===== config.mk =====
export PLATFORM = sky130hd
export DESIGN_NAME = ethernet_irq_flag_logic
export DESIGN_NICKNAME = d
export VERILOG_FILES = /design/src/include/irq_flag_pkg.sv /design/src/ethernet_irq_flag_logic.sv
export SDC_FILE = /design/constraint.sdc
export NUM_CORES = 1
export LEC_CHECK = 0
export BUFFER_PORTS_ARGS = -buffer_cell sky130_fd_sc_hd__buf_2
export CAP_MARGIN = 10
export CORE_ASPECT_RATIO = 0.7
export CORE_MARGIN = 8
export CORE_UTILIZATION = 50
export CTS_BUF_LIST = sky130_fd_sc_hd__clkbuf_8
export CTS_CLUSTER_DIAMETER = 80
export DETAILED_ROUTE_END_ITERATION = 10
export PLACE_DENSITY_LB_ADDON = 0.1
export RECOVER_POWER = 25
export SLEW_MARGIN = 20
export SYNTH_ARGS = -nofsm -noshare
export SYNTH_HDL_FRONTEND = slang
export SYNTH_SLANG_ARGS = --single-unit

===== constraint.sdc =====
create_clock -name sys_clk_i -period 3.82 [get_ports sys_clk_i]
set_input_delay 0.191 -clock sys_clk_i [delete_from_list [all_inputs] [get_ports sys_clk_i]]
set_output_delay 0.191 -clock sys_clk_i [all_outputs]
set_load 0.1 [all_outputs]

===== src/include/irq_flag_pkg.sv =====
// Package for the interrupt flag logic: bit positions, reset values,
// register access structs.
// Assumes a register access engine outside that decodes host commands.
`default_nettype none
package irq_flag_pkg;
   // Controller flag register bit positions
   localparam int RXERR_BIT  = 0;
   localparam int TXERR_BIT  = 1;
   localparam int RSVD_BIT   = 2;
   localparam int TXEND_BIT  = 3;
   localparam int LINK_BIT   = 4;
   localparam int COPY_BIT   = 5;
   localparam int RXPEND_BIT = 6;
   localparam int GLOBAL_BIT = 7;
   // PHY enable / flag bit positions
   localparam int PHY_GEN_BIT  = 1;
   localparam int PHY_GFL_BIT  = 2;
   localparam int PHY_LNK_BIT  = 4;
   // Reset values
   localparam logic [7:0]  FLAGS_RST   = 8'h00;
   localparam logic [7:0]  ENABLES_RST = 8'h00;
   localparam logic [15:0] PHY_EN_RST  = 16'h0000;
   localparam logic [7:0]  PKT_CNT_RST = 8'h00;
   localparam logic [7:0]  PKT_CNT_MAX = 8'hFF;
   // Writable enables in PHY enable register
   localparam logic [15:0] PHY_EN_MASK = 16'h0012;
   // Transmit abort timing
   localparam real FOREVER_A_LIMIT_MS = 2.4287;
   localparam real CLK_MHZ        = 20.0;
   localparam int  FOREVER_A_CYCLES   = int'(FOREVER_A_LIMIT_MS * 1000.0 * CLK_MHZ);
   localparam int  LATE_COL_BYTES = 64;

   // Host access to controller registers
   typedef struct packed {
      logic       flag_clr;     // bit field clear of flag register
      logic       flag_set;     // bit field set of flag register
      logic       en_wr;        // write of enable register
      logic [7:0] data;
   } ctrl_access_t;

   // Host access to PHY registers
   typedef struct packed {
      logic        en_wr;
      logic        flag_rd;
      logic [15:0] data;
   } phy_access_t;

   // Transmit engine events
   typedef struct packed {
      logic excess_coll;
      logic late_coll;
      logic coll_after_64;
      logic forever_a_timeout;
      logic oversize;
      logic done;
   } tx_events_t;

   // Transmit control settings
   typedef struct packed {
      logic full_duplex;
      logic forever_a;
      logic huge_frame_enable;
      logic per_packet_override;
      logic per_packet_huge_enable;
   } tx_cfg_t;
endpackage
`default_nettype wire


===== src/ethernet_irq_flag_logic.sv =====
// Interrupt flag and enable logic of the Ethernet controller.
// Assumes register decode, receive, DMA and MAC engines drive events.
// How it works
// - Receive-pending flag bit 6 follows packet counter being nonzero.
// - Copy-done flag bit 5 sets when copy or checksum finishes.
// - Link-change flag bit 4 sets on PHY signal, clears on PHY flag read.
// - Receive-error flag bit 0 sets on drop from full buffer or count 255.
// - Bit 2 reserved written zero by host; bit 7 reads zero.
// - PHY enable bit 4 enables link-change source.
// - PHY enable bit 1 gates all PHY sources; others reserved zero.
// - PHY link flag bit 4 sets on link change, clears on read.
// - PHY global flag bit 2 sets on enabled PHY event, clears on read.
// - Receive-error flag holds until host clear or reset.
// - Receive error drives pin only with its enable and global enable.
// - Transmit error on collisions, late collision, deferral timeout.
// - Oversize frame without huge enables aborts with transmit error.
// - Transmit error pulses pin low one clock when enabled.
// - Abort clears request, sets abort flag, writes status at end plus 1.
// - Full duplex raises transmit error only for oversize.
// - Transmit error sets transmit-end flag in same cycle.
// - Transmit-end flag sets when transmit request falls.
// - Success is request fell without host clear and no abort.
// - Pin low when any enabled flag other than transmit error set and global enable on.
// - Pin stays low until causing flags cleared or masked.
`default_nettype none
module ethernet_irq_flag_logic (
   input  wire logic                        sys_clk_i,
   input  wire logic                        arst_n_i,
   input  wire irq_flag_pkg::ctrl_access_t  ctrl_acc_i,
   input  wire irq_flag_pkg::phy_access_t   phy_acc_i,
   input  wire irq_flag_pkg::tx_events_t    tx_ev_i,
   input  wire irq_flag_pkg::tx_cfg_t       tx_cfg_i,
   input  wire logic                        tx_start_i,
   input  wire logic                        tx_host_cancel_i,
   input  wire logic                        tx_abort_clr_i,
   input  wire logic [12:0]                 tx_end_pointer_i,
   input  wire logic                        pkt_rx_ok_i,
   input  wire logic                        pkt_rx_no_space_i,
   input  wire logic                        packet_decrement_i,
   input  wire logic                        copy_done_i,
   input  wire logic                        phy_link_event_i,
   output logic [7:0]                       ctrl_flags_o,
   output logic [7:0]                       ctrl_enables_o,
   output logic [15:0]                      phy_enables_o,
   output logic [15:0]                      phy_flags_o,
   output logic [7:0]                       packet_counter_o,
   output logic                             tx_request_o,
   output logic                             tx_abort_flag_o,
   output logic                             tx_success_o,
   output logic                             tsv_write_o,
   output logic [12:0]                      tsv_addr_o,
   output logic                             irq_n_o
);
   import irq_flag_pkg::*;

   // ==========================================================
   // Registers
   // ==========================================================
   logic [7:0]  flags_r, flags_nxt;
   logic [7:0]  en_r;
   logic [15:0] phy_en_r;
   logic        plink_r, pglob_r;
   logic [7:0]  pkt_cnt_r, pkt_cnt_nxt;
   logic        tx_req_r, abort_r, cancelled_r, success_r;
   logic        tsv_wr_r;
   logic [12:0] tsv_addr_r;
   logic        txerr_pulse_r;

   // ==========================================================
   // Transmit abort decode
   // ==========================================================
   wire huge_ok = tx_cfg_i.huge_frame_enable |
                  (tx_cfg_i.per_packet_override &
                   tx_cfg_i.per_packet_huge_enable);
   wire oversize_abort = tx_ev_i.oversize & ~huge_ok;
   wire share_abort = ~tx_cfg_i.full_duplex &
                      (tx_ev_i.excess_coll | tx_ev_i.late_coll |
                       tx_ev_i.coll_after_64 |
                       (tx_ev_i.forever_a_timeout & ~tx_cfg_i.forever_a));
   wire tx_abort   = tx_req_r & (oversize_abort | share_abort);
   wire tx_done    = tx_req_r & tx_ev_i.done & ~tx_abort;
   wire tx_cancel  = tx_req_r & tx_host_cancel_i & ~tx_abort & ~tx_done;
   wire tx_fall    = tx_abort | tx_done | tx_cancel;

   // ==========================================================
   // Receive counter
   // ==========================================================
   wire cnt_full  = (pkt_cnt_r == PKT_CNT_MAX);
   wire rx_drop   = pkt_rx_no_space_i | (pkt_rx_ok_i & cnt_full);
   wire rx_inc    = pkt_rx_ok_i & ~cnt_full & ~pkt_rx_no_space_i;
   wire rx_dec    = packet_decrement_i & (pkt_cnt_r != PKT_CNT_RST);

   always_comb begin
      pkt_cnt_nxt = pkt_cnt_r;
      if (rx_inc && !rx_dec) begin
         pkt_cnt_nxt = pkt_cnt_r + 8'h01;
      end else if (rx_dec && !rx_inc) begin
         pkt_cnt_nxt = pkt_cnt_r - 8'h01;
      end
   end

   // ==========================================================
   // PHY flags
   // ==========================================================
   wire phy_gate  = phy_en_r[PHY_GEN_BIT] & phy_en_r[PHY_LNK_BIT];
   wire phy_read  = phy_acc_i.flag_rd;
   wire plink_nxt = phy_link_event_i | (plink_r & ~phy_read);
   wire pglob_nxt = (phy_link_event_i & phy_gate) |
                    (pglob_r & ~phy_read);
   wire link_set  = phy_link_event_i & phy_gate;

   // ==========================================================
   // Controller flags
   // ==========================================================
   wire [7:0] set_ev = {1'b0, 1'b0, copy_done_i, link_set,
                        tx_fall, 1'b0, tx_abort, rx_drop};
   wire [7:0] clr_mask = ctrl_acc_i.flag_clr ? ctrl_acc_i.data : 8'h00;
   wire [7:0] sw_set = ctrl_acc_i.flag_set ?
                       (ctrl_acc_i.data & 8'h2B) : 8'h00;
   wire [7:0] hw_clr = {1'b0, 1'b0, 1'b0, phy_read, 4'h0};

   always_comb begin
      flags_nxt = (flags_r & ~clr_mask & ~hw_clr) | sw_set | set_ev;
      flags_nxt[RXPEND_BIT] = (pkt_cnt_nxt != PKT_CNT_RST);
      flags_nxt[RSVD_BIT]   = 1'b0;
      flags_nxt[GLOBAL_BIT] = 1'b0;
   end

   // ==========================================================
   // Interrupt pin
   // ==========================================================
   wire [7:0] lvl_mask = 8'h79;
   wire any_lvl = |(flags_r & en_r & lvl_mask);
   wire txerr_en = en_r[TXERR_BIT];
   wire pin_act = en_r[GLOBAL_BIT] & (any_lvl | txerr_pulse_r);

   // ==========================================================
   // Sequential
   // ==========================================================
   always_ff @(posedge sys_clk_i or negedge arst_n_i) begin
      if (!arst_n_i) begin
         flags_r       <= FLAGS_RST;
         en_r          <= ENABLES_RST;
         phy_en_r      <= PHY_EN_RST;
         plink_r       <= 1'b0;
         pglob_r       <= 1'b0;
         pkt_cnt_r     <= PKT_CNT_RST;
         txerr_pulse_r <= 1'b0;
      end else begin
         flags_r       <= flags_nxt;
         plink_r       <= plink_nxt;
         pglob_r       <= pglob_nxt;
         pkt_cnt_r     <= pkt_cnt_nxt;
         txerr_pulse_r <= tx_abort & txerr_en;
         if (ctrl_acc_i.en_wr) begin
            en_r <= ctrl_acc_i.data & 8'hFB;
         end
         if (phy_acc_i.en_wr) begin
            phy_en_r <= phy_acc_i.data & PHY_EN_MASK;
         end
      end
   end

   always_ff @(posedge sys_clk_i or negedge arst_n_i) begin
      if (!arst_n_i) begin
         tx_req_r    <= 1'b0;
         abort_r     <= 1'b0;
         cancelled_r <= 1'b0;
         success_r   <= 1'b0;
         tsv_wr_r    <= 1'b0;
         tsv_addr_r  <= 13'h0000;
      end else begin
         tsv_wr_r <= tx_abort;
         if (tx_abort) begin
            tsv_addr_r <= tx_end_pointer_i + 13'h0001;
         end
         if (tx_fall) begin
            tx_req_r <= 1'b0;
         end else if (tx_start_i) begin
            tx_req_r <= 1'b1;
         end
         if (tx_abort) begin
            abort_r <= 1'b1;
         end else if (tx_abort_clr_i) begin
            abort_r <= 1'b0;
         end
         if (tx_start_i && !tx_req_r) begin
            cancelled_r <= 1'b0;
            success_r   <= 1'b0;
         end else if (tx_fall) begin
            cancelled_r <= tx_cancel;
            success_r   <= tx_done & ~abort_r;
         end
      end
   end

   // ==========================================================
   // Outputs
   // ==========================================================
   assign ctrl_flags_o     = flags_r;
   assign ctrl_enables_o   = en_r;
   assign phy_enables_o    = phy_en_r;
   assign phy_flags_o      = {11'h000, plink_r, 1'b0, pglob_r, 2'b00};
   assign packet_counter_o = pkt_cnt_r;
   assign tx_request_o     = tx_req_r;
   assign tx_abort_flag_o  = abort_r;
   assign tx_success_o     = success_r & ~cancelled_r;
   assign tsv_write_o      = tsv_wr_r;
   assign tsv_addr_o       = tsv_addr_r;
   assign irq_n_o          = ~pin_act;
endmodule
`default_nettype wire


==> metrics.md, run 1 <==
| Metric | Value |
|---|---|
| Status | finished, violations left |
| Failing checks | max-capacitance violations, max-slew violations |
| Final ANT Viol Nets | 0 |
| DRC viols | 0 |
| Netlist cell types | 48 |
| Setup TNS | 0 ns |
| Hold crit path type | in -> reg |
| Worst Hold Depth | 2 |
| I/O Buffers | 90 |
| Slew headroom | -0.132 |
| Least-Margin Pin Slew | between 1.5 and 2 ns |
| Post-synthesis cell area | 2520 um2 |
| Vias | between 2000 and 2500 |
| Die W | 101 um |
| Placed wire-length estimate | 5000 um |
| Min Clock Period, post-route | about 2.5 ns |
| Setup Crit Path Kind | reg -> reg |
| Root Buffer | clkbuf_8 |
| Final clock skew | ~0.0026 ns |
| Num CTS Buffers | 5 |
| Lkg Pwr | between 0.001 and 0.0015 uW |
| Final Hold Vio Count | 0 |
| Initial antenna violation count | 0 |
| Total track usage | 0.158 |
| Post-CTS Setup Inserts | 0 |
| Register area | 1100 um2 |
| Pwr dens | 750 nW/um2 |
| Worst Setup Start Kind | flip-flop |
| Syn Inst Count | between 200 and 300 |
| Post-CTS Hold Buffers | 0 |
| Initial Utilization | 0.525 |
| Max cap viols | 1 |
| Die area | 7610 um2 |
| Unrepaired setup endpoints after global routing | false |
| Largest net degree at the start of global routing | 45 |
| Endpoints failing setup | 0 |
| Placer congestion estimate | 0.917 |
| CP arrival | 2.70 ns |
| First-pass GRT wire length | between 9000 and 10000 um |
| CTS tree | built |
| Pre-antenna DRT Iters | 4 |
| Overall power | approximately 2200 uW |
| # clock sinks | 44 |
| Synth-to-layout area growth | 18.5% |
| Seq cells post-synth | 44 |
| Area of the core | between 4000 and 5000 um2 |
| Vias/cell | 4.99 |
| Crit path max fanout | 11 |
| Boundary pin count | approximately 140 |
| Seq/Total Area, Yosys | 0.437 |
| EDFF count, synth | 0 |
| Dominant synthesized flop cell | dfrtp_1 |
| Grt ovf | 0 |
| Vias in the first global route | roughly 2000 |
| H-tree depth | 2 |
| Clk Latency, worst-skew pair | 0.28 ns |
| Post-cts resize count | 0 |
| Routed len/inst | between 10 and 15 um |
| Ys Warns | 0 |
| Clk slew on worst S/H paths | about 0.08 ns |
| Max Clk Rate | 395 MHz |
| Final WL | roughly 6200 um |
| Die Y | 75.4 um |
| VDD IR max | around 0.46 mV |
| Fraction of layout cells with a size suffix above 1 | 0.310 |
| Nature of the critical path endpoint | flip-flop |
| Max clock buf depth | 2 |
| Worst EP required | ~4 ns |
| Iter 0 DRT Violations | between 90 and 100 |
| ANT cells | 0 |
| Nets@finish | about 420 |
| Site Rows | 21 |
| Max Slew Vio Count | 33 |
| R2R depth | 8 |
| Post-synth ARST share | 1.00 |
| Mean Syn Cell Area | about 9.6 um2 |
| Area occupied by multi-input gates | 1200 um2 |
| Fillers | around 440 |
| Final Cycle Share | 0.663 |
## registers in the layout, indices dropped and copies added (netlist names), 2 cells and up
signal            cells
ctrl_flags_o          6
ctrl_enables_o        7
packet_counter_o      8
phy_enables_o         2
tsv_addr_o           13
## through the flow
stage               worst slack, ns  hold slack (ns)  area [um2]   util  instances
finish                         1.29           0.0862        2990  0.622        424
global placement               1.37            0.379        2890  0.600        414
CTS                            1.30           0.0861        2980  0.619        422
global route                  0.852            0.108        2990  0.622        424
detailed placement             1.32            0.392        2890  0.600        414
floorplan                      1.09           -0.105        2640      -        294
## metal layers
layer  global-route usage  vias up  routed length, um
li1                     -     1035                  -
met1                0.230      987               3060
met2                0.217       92               2450
met3               0.0620        2                708
met4               0.0246        0                 17
met5                    0        -                  0
## placed cells by master, fill, tap and decap left out, types with 6 or more instances in the layout
| cell | n |
|---|---|
| a21oi_1 | 6 |
| buf_2 | 89 |
| clkbuf_8 | 6 |
| conb_1 | 31 |
| dfrtp_1 | 44 |
| inv_1 | 14 |
| mux2_2 | 10 |
| nand2_1 | 30 |
| nand3_1 | 13 |
| nor2_1 | 10 |
| nor3_1 | 7 |
| o21ai_0 | 21 |
| xnor2_1 | 7 |
| xor2_1 | 7 |
## critical path, stage by stage (launching register included)
cell and delay [ns]:
dfrtp_1 0.48, inv_1 0.14, ha_1 0.20, or3b_2 0.47, o21a_1 0.36, nor4b_4 0.31
o21a_1 0.17, o22a_1 0.19, nand4b_1 0.10
## where the power goes
| group | switching (uW) | internal [uW] |
|---|---|---|
| combinational | 1060 | 216 |
| clock | 147 | 142 |
| sequential | 117 | 560 |
| total | 1320 | 918 |
## path summary, 6_finish.rpt
| check | from | endpoint | slack, ns |
|---|---|---|---|
| setup / recovery | packet_counter_o[0] | ctrl_flags_o[6] | 1.29 |
| hold / removal | tx_abort_clr_i | tx_abort_flag_o | 0.09 |
| setup reg to reg | packet_counter_o[0] | ctrl_flags_o[6] | 1.29 |
| hold reg to reg | tsv_addr_o[9] | tsv_addr_o[9] | 0.48 |
| max in group asynchronous | arst_n_i | tx_abort_flag_o | 1.38 |
| min in group asynchronous | arst_n_i | tsv_addr_o[8] | 0.45 |
## cells in the mapped netlist (all sizes together), types with 3 or more instances
library cell / n / area share
buf: 35 / 0.11
clkbuf: 4 / 0.0060
xor2: 7 / 0.024
or3: 3 / 0.0074
nor3: 8 / 0.018
nand3: 13 / 0.026
inv: 12 / 0.018
dfrtp: 44 / 0.44
a21oi: 6 / 0.012
ha: 4 / 0.020
nor4: 5 / 0.015
a22oi: 3 / 0.0089
o21a: 4 / 0.012
and3: 4 / 0.0099
xnor2: 7 / 0.024
nand2: 30 / 0.045
nor2: 10 / 0.015
o21ai: 22 / 0.044
mux2: 10 / 0.045
## cells by family (layout without fill, tap and decap cells)
kind of cell / count (synthesis) / in the layout / synth area share
simple gates: 92 / 92 / 0.200
buf+inv: 51 / 112 / 0.131
compound gates: 48 / 48 / 0.118
flops: 44 / 44 / 0.437
xor+xnor: 14 / 14 / 0.0486
mux: 10 / 10 / 0.0446
fa+ha+maj: 4 / 4 / 0.0198
other cells: 1 / 31 / 0.00149
## cell type report
cell class | instances | share of cell area
Multi-Input combinational cell | 199 | 0.403
Sequential cell | 44 | 0.368
Timing Repair Buffer | 92 | 0.155
Tap cell | 69 | 0.0289
Clock buffer | 6 | 0.0276
Inverter | 12 | 0.0151
Clock inverter | 2 | 0.00251
No activity file was read; power rests on OpenSTA's default activity.
==> run 2, diff against run 1 <==
--- a/config.mk
+++ b/config.mk
@@ -9,7 +9,7 @@
 export CAP_MARGIN = 10
 export CORE_ASPECT_RATIO = 0.7
 export CORE_MARGIN = 8
-export CORE_UTILIZATION = 50
+export CORE_UTILIZATION = 46
 export CTS_BUF_LIST = sky130_fd_sc_hd__clkbuf_8
 export CTS_CLUSTER_DIAMETER = 80
 export DETAILED_ROUTE_END_ITERATION = 10
==> constraint.sdc (replaced) <==
create_clock -name sys_clk_i -period 2.5 [get_ports sys_clk_i]
set_input_delay 0.125 -clock sys_clk_i [delete_from_list [all_inputs] [get_ports sys_clk_i]]
set_output_delay 0.125 -clock sys_clk_i [all_outputs]
set_load 0.1 [all_outputs]
==> metrics.md, run 2 (synthesis results as in run 1) <==
| Metric | Value |
|---|---|
| Slew headroom | 0.286 (+0.418) |
| DP Area | 2940 um2 (+1.7%) |
| Register area | 1110 um2 (+0.68%) |
| Area of the core | 5260 um2 (+9.3%) |
| # clock sinks | 44 (unchanged) |
| Boundary pin count | 137 (unchanged) |
| Placed wire-length estimate | 5010 um (+0.22%) |
| Worst EP required | 2.67 ns (-1.32 ns) |
| Nature of the critical path endpoint | flip-flop |
| Num CTS Buffers | 5 (unchanged) |
| Endpoints failing setup | 0 (unchanged) |
| Clk slew on worst S/H paths | 0.08 ns (about the same) |
| Vias in the first global route | 2239 (+12%) |
| Iter 0 DRT Violations | 102 (+9.7%) |
| VDD IR max | 0.638 mV (+38%) |
| Max Clk Rate | 427 MHz (+8.3%) |
| H-tree depth | 2 (unchanged) |
| Die Y | 78.0 um (+3.4%) |
| Unrepaired setup endpoints after global routing | false |
| ANT cells | 0 (unchanged) |
| Post-CTS Hold Buffers | 0 (unchanged) |
| Crit path max fanout | 11 (unchanged) |
| Final ANT Viol Nets | 0 (unchanged) |
| Worst Setup Start Kind | flip-flop |
| Largest net degree at the start of global routing | 45 (unchanged) |
| Area occupied by multi-input gates | 1200 um2 (unchanged) |
| Min Clock Period, post-route | 2.34 ns (-0.193 ns) |
| Most common cell after layout, fill and taps aside | buf_2 |
| Clk Latency, worst-skew pair | 0.29 ns (about the same) |
| Final WL | 6200 um (-0.58%) |
| Routed len/inst | 14.4 um (-2.2%) |
| Vias | 2115 (-0.047%) |
| Post-cts resize count | 0 (unchanged) |
| Pwr dens | 1170 nW/um2 (+56%) |
| Max reg flops | 13 (unchanged) |
| Lkg Pwr | 0.00149 uW (+1.9%) |
| DRC viols | 0 (unchanged) |
| Hold crit path type | in -> reg |
| I/O Buffers | 90 (unchanged) |
| Fraction of layout cells with a size suffix above 1 | 0.345 (+0.0355) |
| Grt ovf | 0 (unchanged) |
| Setup Crit Path Kind | reg -> reg |
| Site Rows | 22 (+4.8%) |
| Pre-antenna DRT Iters | 4 (unchanged) |
| Setup WS post-layout | 0.159 ns (-1.13 ns) |
| Synth-to-layout area growth | 21.6% |
| Die area | 8150 um2 (+7.1%) |
| Root Buffer | clkbuf_8 |
| Least-Margin Pin Slew | 1.07 ns (-0.627 ns) |
| Status | completed |
| Place WS | 0.169 ns (-1.15 ns) |
| Final Hold Vio Count | 0 (unchanged) |
| Die W | 105 um (+3.6%) |
| First-pass GRT wire length | 10500 um (+8.8%) |
| Max Slew Vio Count | 0 (-100%) |
| Total track usage | 0.153 (-0.00499) |
| Nets@finish | 425 (+0.95%) |
| Final Cycle Share | 0.936 (+0.273) |
| Initial antenna violation count | 0 (unchanged) |
| Final clock skew | 0.0114 ns (+0.00881 ns) |
| Vias/cell | 4.91 (-1.7%) |
| Initial Utilization | 0.480 (-0.0448) |
| Fin area | 3070 um2 (+2.6%) |
| Max clock buf depth | 2 (unchanged) |
| CTS tree | built |
| Max cap viols | 0 (-1) |
| Post-CTS Setup Inserts | 0 (unchanged) |
| CP arrival | 2.51 ns (-0.19 ns) |
| Fillers | 475 (+7.5%) |
| Commonest cells after routing, fill and taps aside | 89 x buf_2, 38 x dfrtp_1, 31 x conb_1, 30 x nand2_1, 21 x o21ai_0 |
| Setup TNS | 0 ns (unchanged) |
| Placer congestion estimate | 0.890 (-2.9%) |
[run 2: cell types whose count changed in the layout (fill, tap and decap cells not counted)]
cell,change
bufinv_16,+1
dfrtp_1,-6
clkbuf_2,+1
buf_4,+5
dfrtp_2,+6
clkinv_4,+1
clkbuf_1,-2
inv_1,-2
[run 2: path summary, 6_finish.rpt]
| path | startpoint | depth (start not counted) | endpoint | slack (ns) |
|---|---|---|---|---|
| max | packet_counter_o[1] | 8 | ctrl_flags_o[6] | 0.16 |
| min | tx_abort_clr_i | 2 | tx_abort_flag_o | 0.02 |
| max reg2reg | packet_counter_o[1] | 8 | ctrl_flags_o[6] | 0.16 |
| min reg2reg | tsv_addr_o[4] | 2 | tsv_addr_o[4] | 0.49 |
| max in group asynchronous | arst_n_i | 2 | packet_counter_o[5] | 1.21 |
| min in group asynchronous | arst_n_i | 2 | ctrl_flags_o[1] | 0.56 |
[run 2: report_power, final]
| part | total [uW] | switching, uW | internal [uW] |
|---|---|---|---|
| Combinational | 2000 | 1650 | 355 |
| Sequential | 1010 | 146 | 866 |
| Clock | 569 | 242 | 327 |
| Total | 3580 | 2040 | 1550 |
[run 2: area by class of cell]
class / count / share of cell area
Timing Repair Buffer: 96 / 0.162
Tap cell: 72 / 0.0294
Multi-Input combinational cell: 199 / 0.392
Sequential cell: 44 / 0.361
Clock inverter: 2 / 0.0126
Inverter: 12 / 0.0147
Clock buffer: 6 / 0.0269
[run 2: per-stage QoR]
stage | std cells | power (uW) | hold slack [ns] | utilization
floorplan | 294 | 2710 | -0.171 | -
global placement | 422 | 3020 | 0.314 | 0.558
detailed placement | 422 | 3030 | 0.321 | 0.558
CTS | 430 | 3610 | 0.00409 | 0.581
global route | 431 | 3760 | 0.00339 | 0.583
finish | 431 | 3580 | 0.0151 | 0.583
[run 2: critical path: stages, from the launching register on]
cell      delay [ns]
dfrtp_2         0.46
inv_1           0.09
ha_1            0.17
or3b_2          0.46
o21a_1          0.35
nor4b_4         0.29
o21a_1          0.16
o22a_1          0.15
nand4b_1        0.09
[run 2: layer usage]
layer | GRT usage | vias to the layer above | wire [um]
li1 | - | 1047 | -
met1 | 0.200 | 970 | 3040
met2 | 0.221 | 96 | 2490
met3 | 0.0726 | 2 | 634
met4 | 0.0432 | 0 | 31
met5 | 0 | - | 0
==> run 3, diff against run 2 <==
--- a/config.mk
+++ b/config.mk
@@ -12,6 +12,7 @@
 export CORE_UTILIZATION = 46
 export CTS_BUF_LIST = sky130_fd_sc_hd__clkbuf_8
 export CTS_CLUSTER_DIAMETER = 80
+export CTS_CLUSTER_SIZE = 24
 export DETAILED_ROUTE_END_ITERATION = 10
 export PLACE_DENSITY_LB_ADDON = 0.1
 export RECOVER_POWER = 25
==> constraint.sdc (replaced) <==
create_clock -name sys_clk_i -period 2.5 [get_ports sys_clk_i]
set_input_delay 0.5 -clock sys_clk_i [delete_from_list [all_inputs] [get_ports sys_clk_i]]
set_output_delay 0.5 -clock sys_clk_i [all_outputs]
set_load 0.1 [all_outputs]
==> metrics.md, run 3 (synthesis results as in run 1) <==
| Metric | Value |
|---|---|
| Placer congestion estimate | 0.927 (+4.1%) |
| Die W | 105 um (unchanged) |
| Clk Latency, worst-skew pair | 0.30 ns (about the same) |
| Die Y | 78.0 um (unchanged) |
| Fin area | 3060 um2 (-0.20%) |
| Lkg Pwr | 0.00148 uW (-0.76%) |
| Vias/cell | 4.89 (-0.43%) |
| RR Startpoint | packet_counter_o[1] |
| DP Cell Count | 423 (+0.24%) |
| Initial antenna violation count | 0 (unchanged) |
| Vias in the first global route | 2279 (+1.8%) |
| I/O Buffers | 90 (unchanged) |
| Most common cell after layout, fill and taps aside | buf_2 |
| Final ANT Viol Nets | 0 (unchanged) |
| Boundary pin count | 137 (unchanged) |
| Final cell count without fillers | 431 (unchanged) |
| Commonest cells after routing, fill and taps aside | 87 x buf_2, 38 x dfrtp_1, 31 x conb_1, 30 x nand2_1, 21 x o21ai_0 |
| Setup Crit Path Kind | reg -> reg |
| Iter 0 DRT Violations | 58 (-43%) |
| Worst Hold Launch | tx_abort_clr_i |
| Final clock skew | 0.00713 ns (-0.00424 ns) |
| DRC viols | 0 (unchanged) |
| Pre-antenna DRT Iters | 4 (unchanged) |
| First-pass GRT wire length | 10700 um (+1.4%) |
| ANT cells | 0 (unchanged) |
| Pwr dens | 1170 nW/um2 (about the same) |
| # clock sinks | 44 (unchanged) |
| Grt ovf | 0 (unchanged) |
| Worst EP required | 2.67 ns (about the same) |
| R2R depth | 8 (unchanged) |
| Site Rows | 22 (unchanged) |
| Least-Margin Pin Slew | 1.15 ns (+0.0767 ns) |
| M2 GR Usage | 0.226 (+0.00508) |
| Slew headroom | 0.235 (-0.0512) |
| Unrepaired setup endpoints after global routing | false |
| Min Clock Period, post-route | 2.34 ns (+0.00154 ns) |
| Largest net degree at the start of global routing | 24 (-47%) |
| Vias | 2106 (-0.43%) |
| Die area | 8150 um2 (unchanged) |
| Initial Utilization | 0.480 (unchanged) |
| Most used routing layer | met2 |
| Setup TNS | 0 ns (unchanged) |
| Final Hold Vio Count | 0 (unchanged) |
| Placed wire-length estimate | 5250 um (+4.7%) |
| DP Area | 2940 um2 (+0.26%) |
| Max cap viols | 0 (unchanged) |
| VDD IR max | 0.710 mV (+11%) |
| CP arrival | 2.51 ns (about the same) |
| Endpoints failing setup | 0 (unchanged) |
| Hold endpoint | tx_abort_flag_o |
| Met3 Use GR | 0.0776 (+0.00495) |
| Num CTS Buffers | 5 (unchanged) |
| Reg2reg setup slack | 0.16 ns (about the same) |
| Max reg flops | 13 (unchanged) |
| H-tree depth | 2 (unchanged) |
| Nature of the critical path endpoint | flip-flop |
| Hold crit path type | in -> reg |
| Max clock buf depth | 2 (unchanged) |
| Crit path max fanout | 8 (-3) |
| Met1 Use GR | 0.202 (+0.00130) |
| Worst Hold Depth | 2 (unchanged) |
| Fraction of layout cells with a size suffix above 1 | 0.345 (unchanged) |
| Post-CTS Hold Buffers | 0 (unchanged) |
| Reg-to-reg endpoint | ctrl_flags_o[6] |
| Area of the core | 5260 um2 (unchanged) |
| Nets@finish | 425 (unchanged) |
| Routed len/inst | 14.5 um (+0.68%) |
| Total track usage | 0.156 (+0.00291) |
| Status | completed |
| Clk slew on worst S/H paths | 0.09 ns (about the same) |
| Root Buffer | clkbuf_8 |
| CTS tree | built |
| Max Slew Vio Count | 0 (unchanged) |
| Final Cycle Share | 0.937 (about the same) |
| Final WL | 6240 um (+0.68%) |
| Synth-to-layout area growth | 21.3% |
| Worst Setup Start Kind | flip-flop |
| Max Clk Rate | 427 MHz (about the same) |
==> run 3: cell types whose count changed in the layout (fill, tap and decap cells not counted), sizes merged <==
cell         change
buf              -1
clkbuf           +1
clkinv           -1
clkinvlp         +1
dlygate4sd3      -1
inv              +1
==> run 3: layer usage <==
| layer | vias to the layer above | routed length [um] | share of wire |
|---|---|---|---|
| met1 | 947 | 2980 | 0.48 |
| li1 | 1046 | - | - |
| met3 | 7 | 766 | 0.12 |
| met5 | - | 0 | 0 |
| met2 | 106 | 2430 | 0.39 |
| met4 | 0 | 55 | 0.0088 |
==> run 3: layout make-up <==
type | instances | area [um2]
repair buffers | 96 | 492
fillers | 503 | 2200
well taps | 72 | 90.1
clock inverters | 3 | 46.3
flip-flops and latches | 44 | 1110
clock buffers | 5 | 68.8
multi-input cells | 199 | 1210
inverters | 12 | 45.0
==> run 3: worst max path at each step <==
stage,depth (start not counted),startpoint,endpoint
2_1_floorplan,6,packet_counter_o[6],ctrl_flags_o[6]
3_3_place_gp,8,packet_counter_o[1],ctrl_flags_o[6]
3_5_place_dp,8,packet_counter_o[1],ctrl_flags_o[6]
4_1_cts,8,packet_counter_o[1],ctrl_flags_o[6]
5_1_grt,8,packet_counter_o[1],ctrl_flags_o[6]
6_report,8,packet_counter_o[1],ctrl_flags_o[6]
==> run 3: per-stage QoR <==
| step | hold slack [ns] | setup slack (ns) | total power [uW] | util |
|---|---|---|---|---|
| floorplan | 0.204 | 0.0252 | 2710 | - |
| global placement | 0.460 | 0.139 | 3020 | 0.560 |
| finish | 0.377 | 0.158 | 3570 | 0.582 |
| detailed placement | 0.467 | 0.0649 | 3040 | 0.560 |
| CTS | 0.162 | 0.0470 | 3590 | 0.582 |
| global route | 0.382 | 0.0329 | 3750 | 0.582 |
==> run 3: power by group <==
part	leakage (uW)	switching (uW)	internal (uW)
combinational	0.000905	1660	354
sequential	0.000518	145	866
clock	0.0000548	251	301
==> run 3: timing repair <==
item                       CTS  global route
setup endpoints to repair    0             1
setup buffers                0             0
resized for setup            0             2
==> run 3: critical path, cell delays in order (launching register included) <==
cell	delay, ns
dfrtp_2	0.46
inv_1	0.09
ha_1	0.17
or3b_2	0.46
nor2_1	0.26
nor3_1	0.11
or3_1	0.33
a21oi_1	0.22
nand4b_1	0.12
